$ cat src/arcc_pkg.sv
// Constants for the converter reference, clock and coding control block
package arcc_pkg;

    // ------------------------------------------------------------------
    // Register map, word offsets on the plain register port
    // ------------------------------------------------------------------
    localparam logic [7:0] MODE_CTRL_OFS   = 8'h01;
    localparam logic [7:0] CODE_DATA_OFS   = 8'h04;
    localparam logic [7:0] STATUS_OFS      = 8'h05;
    localparam logic [7:0] CLK_IO_CTRL_OFS = 8'h06;
    localparam logic [7:0] CHAN_BASE_OFS   = 8'h10;
    localparam logic [7:0] SETUP0_OFS      = 8'h20;

    // ------------------------------------------------------------------
    // Reset values
    // ------------------------------------------------------------------
    localparam logic [15:0] MODE_CTRL_RST = 16'h2000;
    localparam logic [15:0] SETUP0_RST    = 16'h1000;
    localparam logic [15:0] CHAN0_RST     = 16'h8001;
    localparam logic [15:0] CHAN_RST      = 16'h0001;

    // ------------------------------------------------------------------
    // Field positions
    // ------------------------------------------------------------------
    localparam int REF_EN_BIT     = 15;
    localparam int CLK_SEL_HI     = 3;
    localparam int CLK_SEL_LO     = 2;
    localparam int REF_SEL_HI     = 5;
    localparam int REF_SEL_LO     = 4;
    localparam int POLARITY_BIT   = 12;
    localparam int CHAN_EN_BIT    = 15;
    localparam int CLK_OUT_EN_BIT = 0;

    // ------------------------------------------------------------------
    // Encodings
    // ------------------------------------------------------------------
    localparam logic [1:0] CLK_INTERNAL = 2'h0;
    localparam logic [1:0] CLK_CRYSTAL  = 2'h1;
    localparam logic [1:0] CLK_EXTERNAL = 2'h2;
    localparam logic [1:0] REF_EXTERNAL = 2'h0;

    // ------------------------------------------------------------------
    // Clock figures
    // ------------------------------------------------------------------
    localparam int SRC_CLK_MHZ    = 16;
    localparam int MASTER_CLK_MHZ = 2;
    localparam int MCLK_DIV       = SRC_CLK_MHZ / MASTER_CLK_MHZ;
    localparam logic [2:0] MCLK_DIV_LAST = 3'(MCLK_DIV - 1);

endpackage

$ cat src/arcc_ctrl.sv
// Reference select, master clock selection, output coding and sequencing
`timescale 1ns/10ps
`default_nettype none

module arcc_ctrl #(
    parameter int CODE_W = 24,
    parameter int NUM_CH = 16,
    parameter int ADDR_W = 8
) (
    input  wire logic                clk,
    input  wire logic                rst_n,
    input  wire logic [ADDR_W-1:0]   reg_addr,
    input  wire logic [15:0]         reg_wdata,
    input  wire logic                reg_wr,
    input  wire logic                reg_rd,
    output logic      [CODE_W-1:0]   reg_rdata,
    input  wire logic                osc_clk,
    input  wire logic                crystal_input_pin,
    input  wire logic                clk_io_in,
    output logic                     clk_io_out,
    output logic                     clk_io_oe,
    output logic                     mclk_tick,
    output logic                     reference_output_pin_en,
    output logic      [1:0]          reference_source_select,
    output logic      [3:0]          active_channel,
    input  wire logic                sample_valid,
    input  wire logic signed [CODE_W:0] sample_value,
    output logic      [CODE_W-1:0]   code_out,
    output logic      [3:0]          code_channel,
    output logic                     code_valid
);

    // ------------------------------------------------------------------
    // Reset release
    // ------------------------------------------------------------------
    logic       rst_meta;
    logic       rst_sync_n;

    // Asynchronous assert, two-flop release
    always_ff @(posedge clk or negedge rst_n)
    begin
        if (!rst_n)
        begin
            rst_meta   <= 1'b0;
            rst_sync_n <= 1'b0;
        end
        else
        begin
            rst_meta   <= 1'b1;
            rst_sync_n <= rst_meta;
        end
    end

    // ------------------------------------------------------------------
    // Registers
    // ------------------------------------------------------------------
    logic [15:0] converter_mode_control;
    logic [15:0] setup_config_zero;
    logic [15:0] clock_io_control;
    logic [15:0] chan_cfg [NUM_CH];

    wire wr_mode  = reg_wr && (reg_addr == arcc_pkg::MODE_CTRL_OFS);
    wire wr_setup = reg_wr && (reg_addr == arcc_pkg::SETUP0_OFS);
    wire wr_clkio = reg_wr && (reg_addr == arcc_pkg::CLK_IO_CTRL_OFS);
    wire wr_chan  = reg_wr && (reg_addr[ADDR_W-1:4] ==
                               arcc_pkg::CHAN_BASE_OFS[ADDR_W-1:4]);

    // Mode and setup registers; reset clears reference enable and
    // restores internal oscillator and external reference
    always_ff @(posedge clk or negedge rst_sync_n)
    begin
        if (!rst_sync_n)
        begin
            converter_mode_control <= arcc_pkg::MODE_CTRL_RST;
            setup_config_zero      <= arcc_pkg::SETUP0_RST;
            clock_io_control       <= 16'h0000;
        end
        else
        begin
            if (wr_mode)
                converter_mode_control <= reg_wdata;
            if (wr_setup)
                setup_config_zero <= reg_wdata;
            if (wr_clkio)
                clock_io_control <= reg_wdata;
        end
    end

    // One channel register per entry
    genvar gi;
    generate
        for (gi = 0; gi < NUM_CH; gi++)
        begin : g_chan
            always_ff @(posedge clk or negedge rst_sync_n)
            begin
                if (!rst_sync_n)
                    chan_cfg[gi] <= (gi == 0) ? arcc_pkg::CHAN0_RST
                                              : arcc_pkg::CHAN_RST;
                else if (wr_chan && (reg_addr[3:0] == 4'(gi)))
                    chan_cfg[gi] <= reg_wdata;
            end
        end
    endgenerate

    // ------------------------------------------------------------------
    // Reference control
    // ------------------------------------------------------------------
    wire [1:0] clk_sel = converter_mode_control[arcc_pkg::CLK_SEL_HI:
                                                arcc_pkg::CLK_SEL_LO];
    wire       bipolar = setup_config_zero[arcc_pkg::POLARITY_BIT];

    // Reference pin buffer follows the enable bit only
    always_ff @(posedge clk or negedge rst_sync_n)
    begin
        if (!rst_sync_n)
        begin
            reference_output_pin_en <= 1'b0;
            reference_source_select <= arcc_pkg::REF_EXTERNAL;
        end
        else
        begin
            reference_output_pin_en <=
                converter_mode_control[arcc_pkg::REF_EN_BIT];
            reference_source_select <=
                setup_config_zero[arcc_pkg::REF_SEL_HI:
                                  arcc_pkg::REF_SEL_LO];
        end
    end

    // ------------------------------------------------------------------
    // Clock pins: three flops, change taken when last two agree
    // ------------------------------------------------------------------
    logic [2:0] osc_s;
    logic [2:0] xtal_s;
    logic [2:0] ext_s;
    logic       osc_f;
    logic       xtal_f;
    logic       ext_f;

    // A 16 MHz source sampled at 25 MHz loses edges; each level must last two samples to be taken
    always_ff @(posedge clk or negedge rst_sync_n)
    begin
        if (!rst_sync_n)
        begin
            osc_s  <= 3'h0;
            xtal_s <= 3'h0;
            ext_s  <= 3'h0;
            osc_f  <= 1'b0;
            xtal_f <= 1'b0;
            ext_f  <= 1'b0;
        end
        else
        begin
            osc_s  <= {osc_s[1:0], osc_clk};
            xtal_s <= {xtal_s[1:0], crystal_input_pin};
            ext_s  <= {ext_s[1:0], clk_io_in};
            if (osc_s[1] == osc_s[2])
                osc_f <= osc_s[2];
            if (xtal_s[1] == xtal_s[2])
                xtal_f <= xtal_s[2];
            if (ext_s[1] == ext_s[2])
                ext_f <= ext_s[2];
        end
    end

    wire osc_rise  = osc_s[1] && osc_s[2] && !osc_f;
    wire xtal_rise = xtal_s[1] && xtal_s[2] && !xtal_f;
    wire ext_rise  = ext_s[1] && ext_s[2] && !ext_f;

    // ------------------------------------------------------------------
    // Master clock selection and division
    // ------------------------------------------------------------------
    logic [2:0] div_cnt;

    wire use_ext  = (clk_sel == arcc_pkg::CLK_EXTERNAL);
    wire use_xtal = (clk_sel == arcc_pkg::CLK_CRYSTAL);
    // Reserved encoding falls back to the oscillator
    wire src_rise = use_xtal ? xtal_rise : osc_rise;
    wire div_wrap = src_rise && (div_cnt == arcc_pkg::MCLK_DIV_LAST);
    wire next_tick = use_ext ? ext_rise : div_wrap;

    // Divide 16 MHz edges by eight; every rate downstream counts ticks
    always_ff @(posedge clk or negedge rst_sync_n)
    begin
        if (!rst_sync_n)
        begin
            div_cnt   <= 3'h0;
            mclk_tick <= 1'b0;
        end
        else
        begin
            if (use_ext)
                div_cnt <= 3'h0;
            else if (src_rise)
                div_cnt <= div_cnt + 3'h1;
            mclk_tick <= next_tick;
        end
    end

    // Oscillator level out on the shared pin when asked and the internal oscillator is selected
    wire clk_out_req = clock_io_control[arcc_pkg::CLK_OUT_EN_BIT] &&
                       (clk_sel == arcc_pkg::CLK_INTERNAL);

    always_ff @(posedge clk or negedge rst_sync_n)
    begin
        if (!rst_sync_n)
        begin
            clk_io_out <= 1'b0;
            clk_io_oe  <= 1'b0;
        end
        else
        begin
            clk_io_out <= osc_f;
            clk_io_oe  <= clk_out_req;
        end
    end

    // ------------------------------------------------------------------
    // Channel sequencer
    // ------------------------------------------------------------------
    logic [NUM_CH-1:0] ch_en;

    generate
        for (gi = 0; gi < NUM_CH; gi++)
        begin : g_en
            assign ch_en[gi] = chan_cfg[gi][arcc_pkg::CHAN_EN_BIT];
        end
    endgenerate

    // Next enabled channel above cur, else wrap to lowest enabled
    function automatic logic [3:0] seq_next(input logic [NUM_CH-1:0] en,
                                            input logic [3:0] cur);
        logic [3:0] above;
        logic [3:0] low;
        logic       hit_above;
        logic       hit_low;
        above     = cur;
        low       = cur;
        hit_above = 1'b0;
        hit_low   = 1'b0;
        for (int i = NUM_CH - 1; i >= 0; i--)
        begin
            if (en[i])
            begin
                low     = 4'(i);
                hit_low = 1'b1;
                if (4'(i) > cur)
                begin
                    above     = 4'(i);
                    hit_above = 1'b1;
                end
            end
        end
        return hit_above ? above : (hit_low ? low : cur);
    endfunction

    wire [3:0] next_channel = seq_next(ch_en, active_channel);

    // Step on each finished conversion; a disabled channel is left
    // at once so edits to the enables take effect without a stall
    always_ff @(posedge clk or negedge rst_sync_n)
    begin
        if (!rst_sync_n)
            active_channel <= 4'h0;
        else if (sample_valid || !ch_en[active_channel])
            active_channel <= next_channel;
    end

    // ------------------------------------------------------------------
    // Output coding
    // ------------------------------------------------------------------
    localparam logic signed [CODE_W+1:0] FULL_S = (CODE_W+2)'((1 << CODE_W) - 1);
    localparam logic signed [CODE_W+1:0] MID_S  = (CODE_W+2)'(1 << (CODE_W - 1));

    // Sample is 2^N times the scaled input over the reference, the
    // voltage or current scaling being done ahead of this block
    wire signed [CODE_W+1:0] uni_raw = (CODE_W+2)'(sample_value);
    wire signed [CODE_W+1:0] bip_raw = MID_S +
                                       (CODE_W+2)'(sample_value >>> 1);
    wire signed [CODE_W+1:0] raw     = bipolar ? bip_raw : uni_raw;
    // Saturate; clips at all zeros and all ones in both formats
    wire [CODE_W-1:0] next_code = (raw < 0) ? '0 :
                                  (raw > FULL_S) ? '1 :
                                  raw[CODE_W-1:0];

    always_ff @(posedge clk or negedge rst_sync_n)
    begin
        if (!rst_sync_n)
        begin
            code_out     <= '0;
            code_channel <= 4'h0;
            code_valid   <= 1'b0;
        end
        else
        begin
            code_valid <= sample_valid;
            if (sample_valid)
            begin
                code_out     <= next_code;
                code_channel <= active_channel;
            end
        end
    end

    // ------------------------------------------------------------------
    // Read port: data stand in the cycle after the strobe only
    // ------------------------------------------------------------------
    logic [CODE_W-1:0] rd_mux;

    always_comb
    begin
        rd_mux = '0;
        if (reg_addr == arcc_pkg::MODE_CTRL_OFS)
            rd_mux = CODE_W'(converter_mode_control);
        else if (reg_addr == arcc_pkg::SETUP0_OFS)
            rd_mux = CODE_W'(setup_config_zero);
        else if (reg_addr == arcc_pkg::CLK_IO_CTRL_OFS)
            rd_mux = CODE_W'(clock_io_control);
        else if (reg_addr == arcc_pkg::CODE_DATA_OFS)
            rd_mux = code_out;
        else if (reg_addr == arcc_pkg::STATUS_OFS)
            rd_mux = CODE_W'({reference_output_pin_en, clk_io_oe,
                              code_channel, active_channel});
        else if (wr_chan || (reg_addr[ADDR_W-1:4] ==
                             arcc_pkg::CHAN_BASE_OFS[ADDR_W-1:4]))
            rd_mux = CODE_W'(chan_cfg[reg_addr[3:0]]);
    end

    always_ff @(posedge clk or negedge rst_sync_n)
    begin
        if (!rst_sync_n)
            reg_rdata <= '0;
        else
            reg_rdata <= reg_rd ? rd_mux : '0;
    end
endmodule

`default_nettype wire

$ cat config.mk
export PLATFORM = sky130hd
export DESIGN_NAME = arcc_ctrl
export DESIGN_NICKNAME = d
export VERILOG_FILES = /design/src/arcc_pkg.sv /design/src/arcc_ctrl.sv
export SDC_FILE = /design/constraint.sdc
export NUM_CORES = 1
export LEC_CHECK = 0
export BUFFER_PORTS_ARGS = -buffer_cell sky130_fd_sc_hd__buf_2
export CELL_PAD_IN_SITES_DETAIL_PLACEMENT = 0
export CELL_PAD_IN_SITES_GLOBAL_PLACEMENT = 1
export CORE_MARGIN = 8
export CORE_UTILIZATION = 45
export CTS_CLUSTER_DIAMETER = 60
export DETAILED_ROUTE_END_ITERATION = 6
export MAX_ROUTING_LAYER = met4
export PLACE_DENSITY = 0.79
export SYNTH_ARGS = -nofsm -noshare
export SYNTH_HDL_FRONTEND = slang
export SYNTH_SLANG_ARGS = --single-unit
$ cat constraint.sdc
create_clock -name clk -period 15.47 [get_ports clk]
set_input_delay 3.094 -clock clk [delete_from_list [all_inputs] [get_ports clk]]
set_output_delay 3.094 -clock clk [all_outputs]
set_load 0.01 [all_outputs]
==> impl_results.md <==
* Outcome: complete, no violations
* Max incr delay on CP at 0.90 ns
* Inst Count DP at 1820
* Starting DRT DRC Count at 854
* CTS sink cnt at 384
* Reg2Reg Depth at 2
* Tot Pwr at 0.00242 W
* Period utilization at 36.5%
* Normalized max-slew margin at 26.1%
* FMAX at 0.177 GHz
* Detail Route Antenna Nets at 0
* Minimum clock period at 5.65 ns
* Syn_area_per_cell at 13.8 µm²
* VDD IR max at 65.3 µV
* Slew Limit Fails at 0
* Gr ovfl total at 0
* Worst skew pair latency at 0.54 ns
* DPL Wire Length at 27.7 mm
* Top_reg_cell synth: dfrtp_1
* Largest net degree at the start of global routing at 168
* Layout Nets at 1408
* DIE HEIGHT at 214 µm
* Hold Path Cell Cnt at 0
* Row cnt at 72
* FF-to-FF End: chan_cfg[133]$_DFFE_PN0P_
* CP startpoint: reg_addr[0]
* Post-Syn Area at 0.0176 mm²
* Detailed Routing Iterations Pass 1 at 5
* Hold path start: rst_meta$_DFF_PN0_
* Die area at 0.0458 mm²
* Seq cells post-synth at 384
* Kind of cell adding the most delay to the critical path: buffers and inverters
* Core Region at 0.0386 mm²
* Pwr dens at 121 mW/mm²
* Setup CP Type: input port to flop
* Synth Net Count at 1340
* Global-route wire length before repair at 68.7 mm
* Min Hold Slack at 0.346 ns
* H-tree Lvls at 2
* Drt wl/cell at 22.8 µm
* WP buf/inv at 2
* Setup TNS at 0 ns
* CTS tree: done
* Largest family of logic cells by synthesized area: multiplexers
* Area Overhead vs Synth at 13.4%
* Proportion of synthesized chip area in sequential cells at 54.6%
* Worst Path Arrival at 6.07 ns
* I/O Pins at 120
* Critical path, cell by cell: buf_4 -> buf_4 -> nand2b_1 -> nor2_2 -> nand2_1 -> mux2_2
* Met1 GRT Util at 25.3%
* Total of max-cap violations at 0
* Simple-Gate Fraction of Synth Area at 5.20%
* Synth Area in Adders at 0.355%
* Crit Path Max Fanout at 59
* Yosys warning total at 0
* Worst R2R Start: rst_sync_n$_DFF_PN0_
* Hold Violations, Final at 0
* GRT Total Usage at 19.2%
* Met2 usage at 30.2%
* Total number of vias at 11000
* Initial antenna violation count at 1
* Post-CTS setup buffers at 0
* Cts hold-fix bufs at 0
* Worst hold path class: flop to flop
* Clk root buf: clkbuf_16
* CTS max path bufs at 3
* Cell area after layout at 0.0200 mm²
* CP Capture Type: flop
* Residual DRC at 0
* XOR/XNOR Fraction of Synth Area at 0.0496%
* CTS Buf Count at 42
* CP max-delay cell: buf_4
* IO buf count at 119
* Synth Area in Compound Gates at 6.51%
* Final Skew at 0.0143 ns
* Number of global-route vias before repair at 11500
* Placement Cell Area at 0.0186 mm²
* Worst Hold Path EP: rst_sync_n$_DFF_PN0_
* Finished Layout Cells at 1896
* Top cell by count, worst path: buf_4
* Post-synth EDFFs at 0
* Multiplexer share of the synthesized area at 30.5%
* CP required at 15.89 ns
* Post-Route WL at 43.2 mm
* Slack of the worst reg-to-reg path at 12.55 ns
* Die width at 214 µm
* Worst-path clk slew at 0.06 ns
* Asr flop ratio synth at 100%
* Leak at 9.52 nW
* # setup viols final at 0
* Met3 Usage GRT at 3.48%
* Cts repair resizes at 0
* Post-Syn Instances at 1278
* Synth cell types at 62
* Worst slew pin tran at 1.11 ns
* Initial Util at 45.7%
* RSZ-0062 raised after global routing: false
* Routed vias/inst at 5.82
* Routability cong. at 0.818
* CP Launch Type: input port
* Layer with the highest usage: met2
* Fraction of layout cells with a size suffix above 1 at 45.7%
[synth_stat cells (3+ instances only)]
cell type	count	area share [%]
inv_1	9	0.19
o21ai_0	22	0.62
mux2i_1	30	1.7
clkbuf_1	51	1.1
mux4_2	70	8.9
dfstp_2	19	2.8
o31ai_1	3	0.13
nor3_1	14	0.40
dfrtp_1	365	52
a222oi_1	5	0.28
ha_1	5	0.35
buf_2	34	0.96
a211oi_1	6	0.26
nand3_1	8	0.23
a21oi_1	68	1.9
o21bai_1	3	0.13
a22oi_1	27	1.1
nor2b_1	8	0.28
mux2_2	310	20
nand2_2	5	0.18
and3_1	9	0.32
nor4_1	5	0.18
o22ai_1	11	0.39
o221ai_1	11	0.55
nor2_2	4	0.14
nor2_1	51	1.1
nand2b_1	10	0.35
nand2_1	41	0.87
a31oi_1	7	0.25
buf_1	24	0.51
[per-stage QoR]
stage               util (%)  worst slack (ns)
finish                  51.8              9.82
global route            51.8              9.58
CTS                     51.8              9.78
detailed placement      48.1              9.18
global placement        48.1              9.25
floorplan                  -              4.01
[per-layer routing]
layer  vias to the layer above  share of wire (%)  wire (µm)
li1                       4875                  -          -
met1                      5745                 45      19300
met2                       329                 48      20600
met3                        89                5.1       2210
met4                         0                2.6       1110
met5                         -                  0          0
[how the worst max path moves through the flow]
| stage | end | cells after the start |
|---|---|---|
| 2_1_floorplan | active_channel[0]$_DFFE_PN0P_ | 0 |
| 3_3_place_gp | chan_cfg[134]$_DFFE_PN0P_ | 6 |
| 3_5_place_dp | chan_cfg[106]$_DFFE_PN0P_ | 6 |
| 4_1_cts | ch_en[1]$_DFFE_PN0P_ | 6 |
| 5_1_grt | ch_en[1]$_DFFE_PN0P_ | 6 |
| 6_report | chan_cfg[165]$_DFFE_PN0P_ | 6 |
[cell families (layout without fill, tap and decap cells)]
kind of cell | after synthesis | after routing
XOR/XNOR | 1 | 1
AND/OR/NAND/NOR | 177 | 177
AO/OA/AOI/OAI | 180 | 180
other | 1 | 2
flip-flops | 384 | 384
adder cells (fa/ha/maj) | 5 | 5
multiplexers | 411 | 411
buffers and inverters | 119 | 218
[worst register-to-register path: stages, from the launching register on]
cell	delay, ns
dfrtp_4	0.89
buf_4	0.94
buf_4	0.99
[cell usage in the layout, fill, tap and decap left out, types with 5 or more instances in the layout]
cell type,Yosys,layout
a211oi_1,6,6
a21oi_1,68,68
a222oi_1,5,5
a22oi_1,27,27
a31oi_1,7,7
and3_1,9,9
buf_2,34,117
buf_4,1,16
clkbuf_1,51,5
clkbuf_16,0,43
clkbuf_8,0,10
clkinv_2,0,7
dfrtp_1,365,364
dfstp_2,19,19
ha_1,5,5
inv_1,9,9
mux2_2,310,310
mux2i_1,30,30
mux4_2,70,70
nand2_1,41,41
nand2_2,5,5
nand2b_1,10,10
nand3_1,8,8
nor2_1,51,51
nor2b_1,8,7
nor3_1,14,13
nor4_1,5,5
o21ai_0,22,22
o221ai_1,11,11
o22ai_1,11,11
[sequential cells by signal (all words and copies together) (netlist names), 2 cells and up]
| signal | count |
|---|---|
| code_out | 24 |
| clock_io_control | 16 |
| code_channel | 4 |
| converter_mode_control | 16 |
| chan_cfg | 240 |
| xtal_s | 3 |
| reg_rdata | 24 |
| osc_s | 3 |
| setup_config_zero | 16 |
| reference_source_select | 2 |
| div_cnt | 3 |
| ext_s | 3 |
| active_channel | 4 |
| ch_en | 16 |
[cell type report]
cell class / instances / area, µm²
diodes: 1 / 2.50
repair buffers: 134 / 726
well taps: 518 / 648
flip-flops and latches: 384 / 9640
multi-input cells: 775 / 7530
clock buffers: 58 / 1230
clock inverters: 17 / 208
fillers: 3267 / 18600
inverters: 9 / 33.8
[power breakdown]
group,internal (W),switching [W]
Clock,0.000626,0.000405
Sequential,0.00107,0.0000692
Combinational,0.000118,0.000134
Total,0.00181,0.000608
No activity file was read; power rests on OpenSTA's default activity.
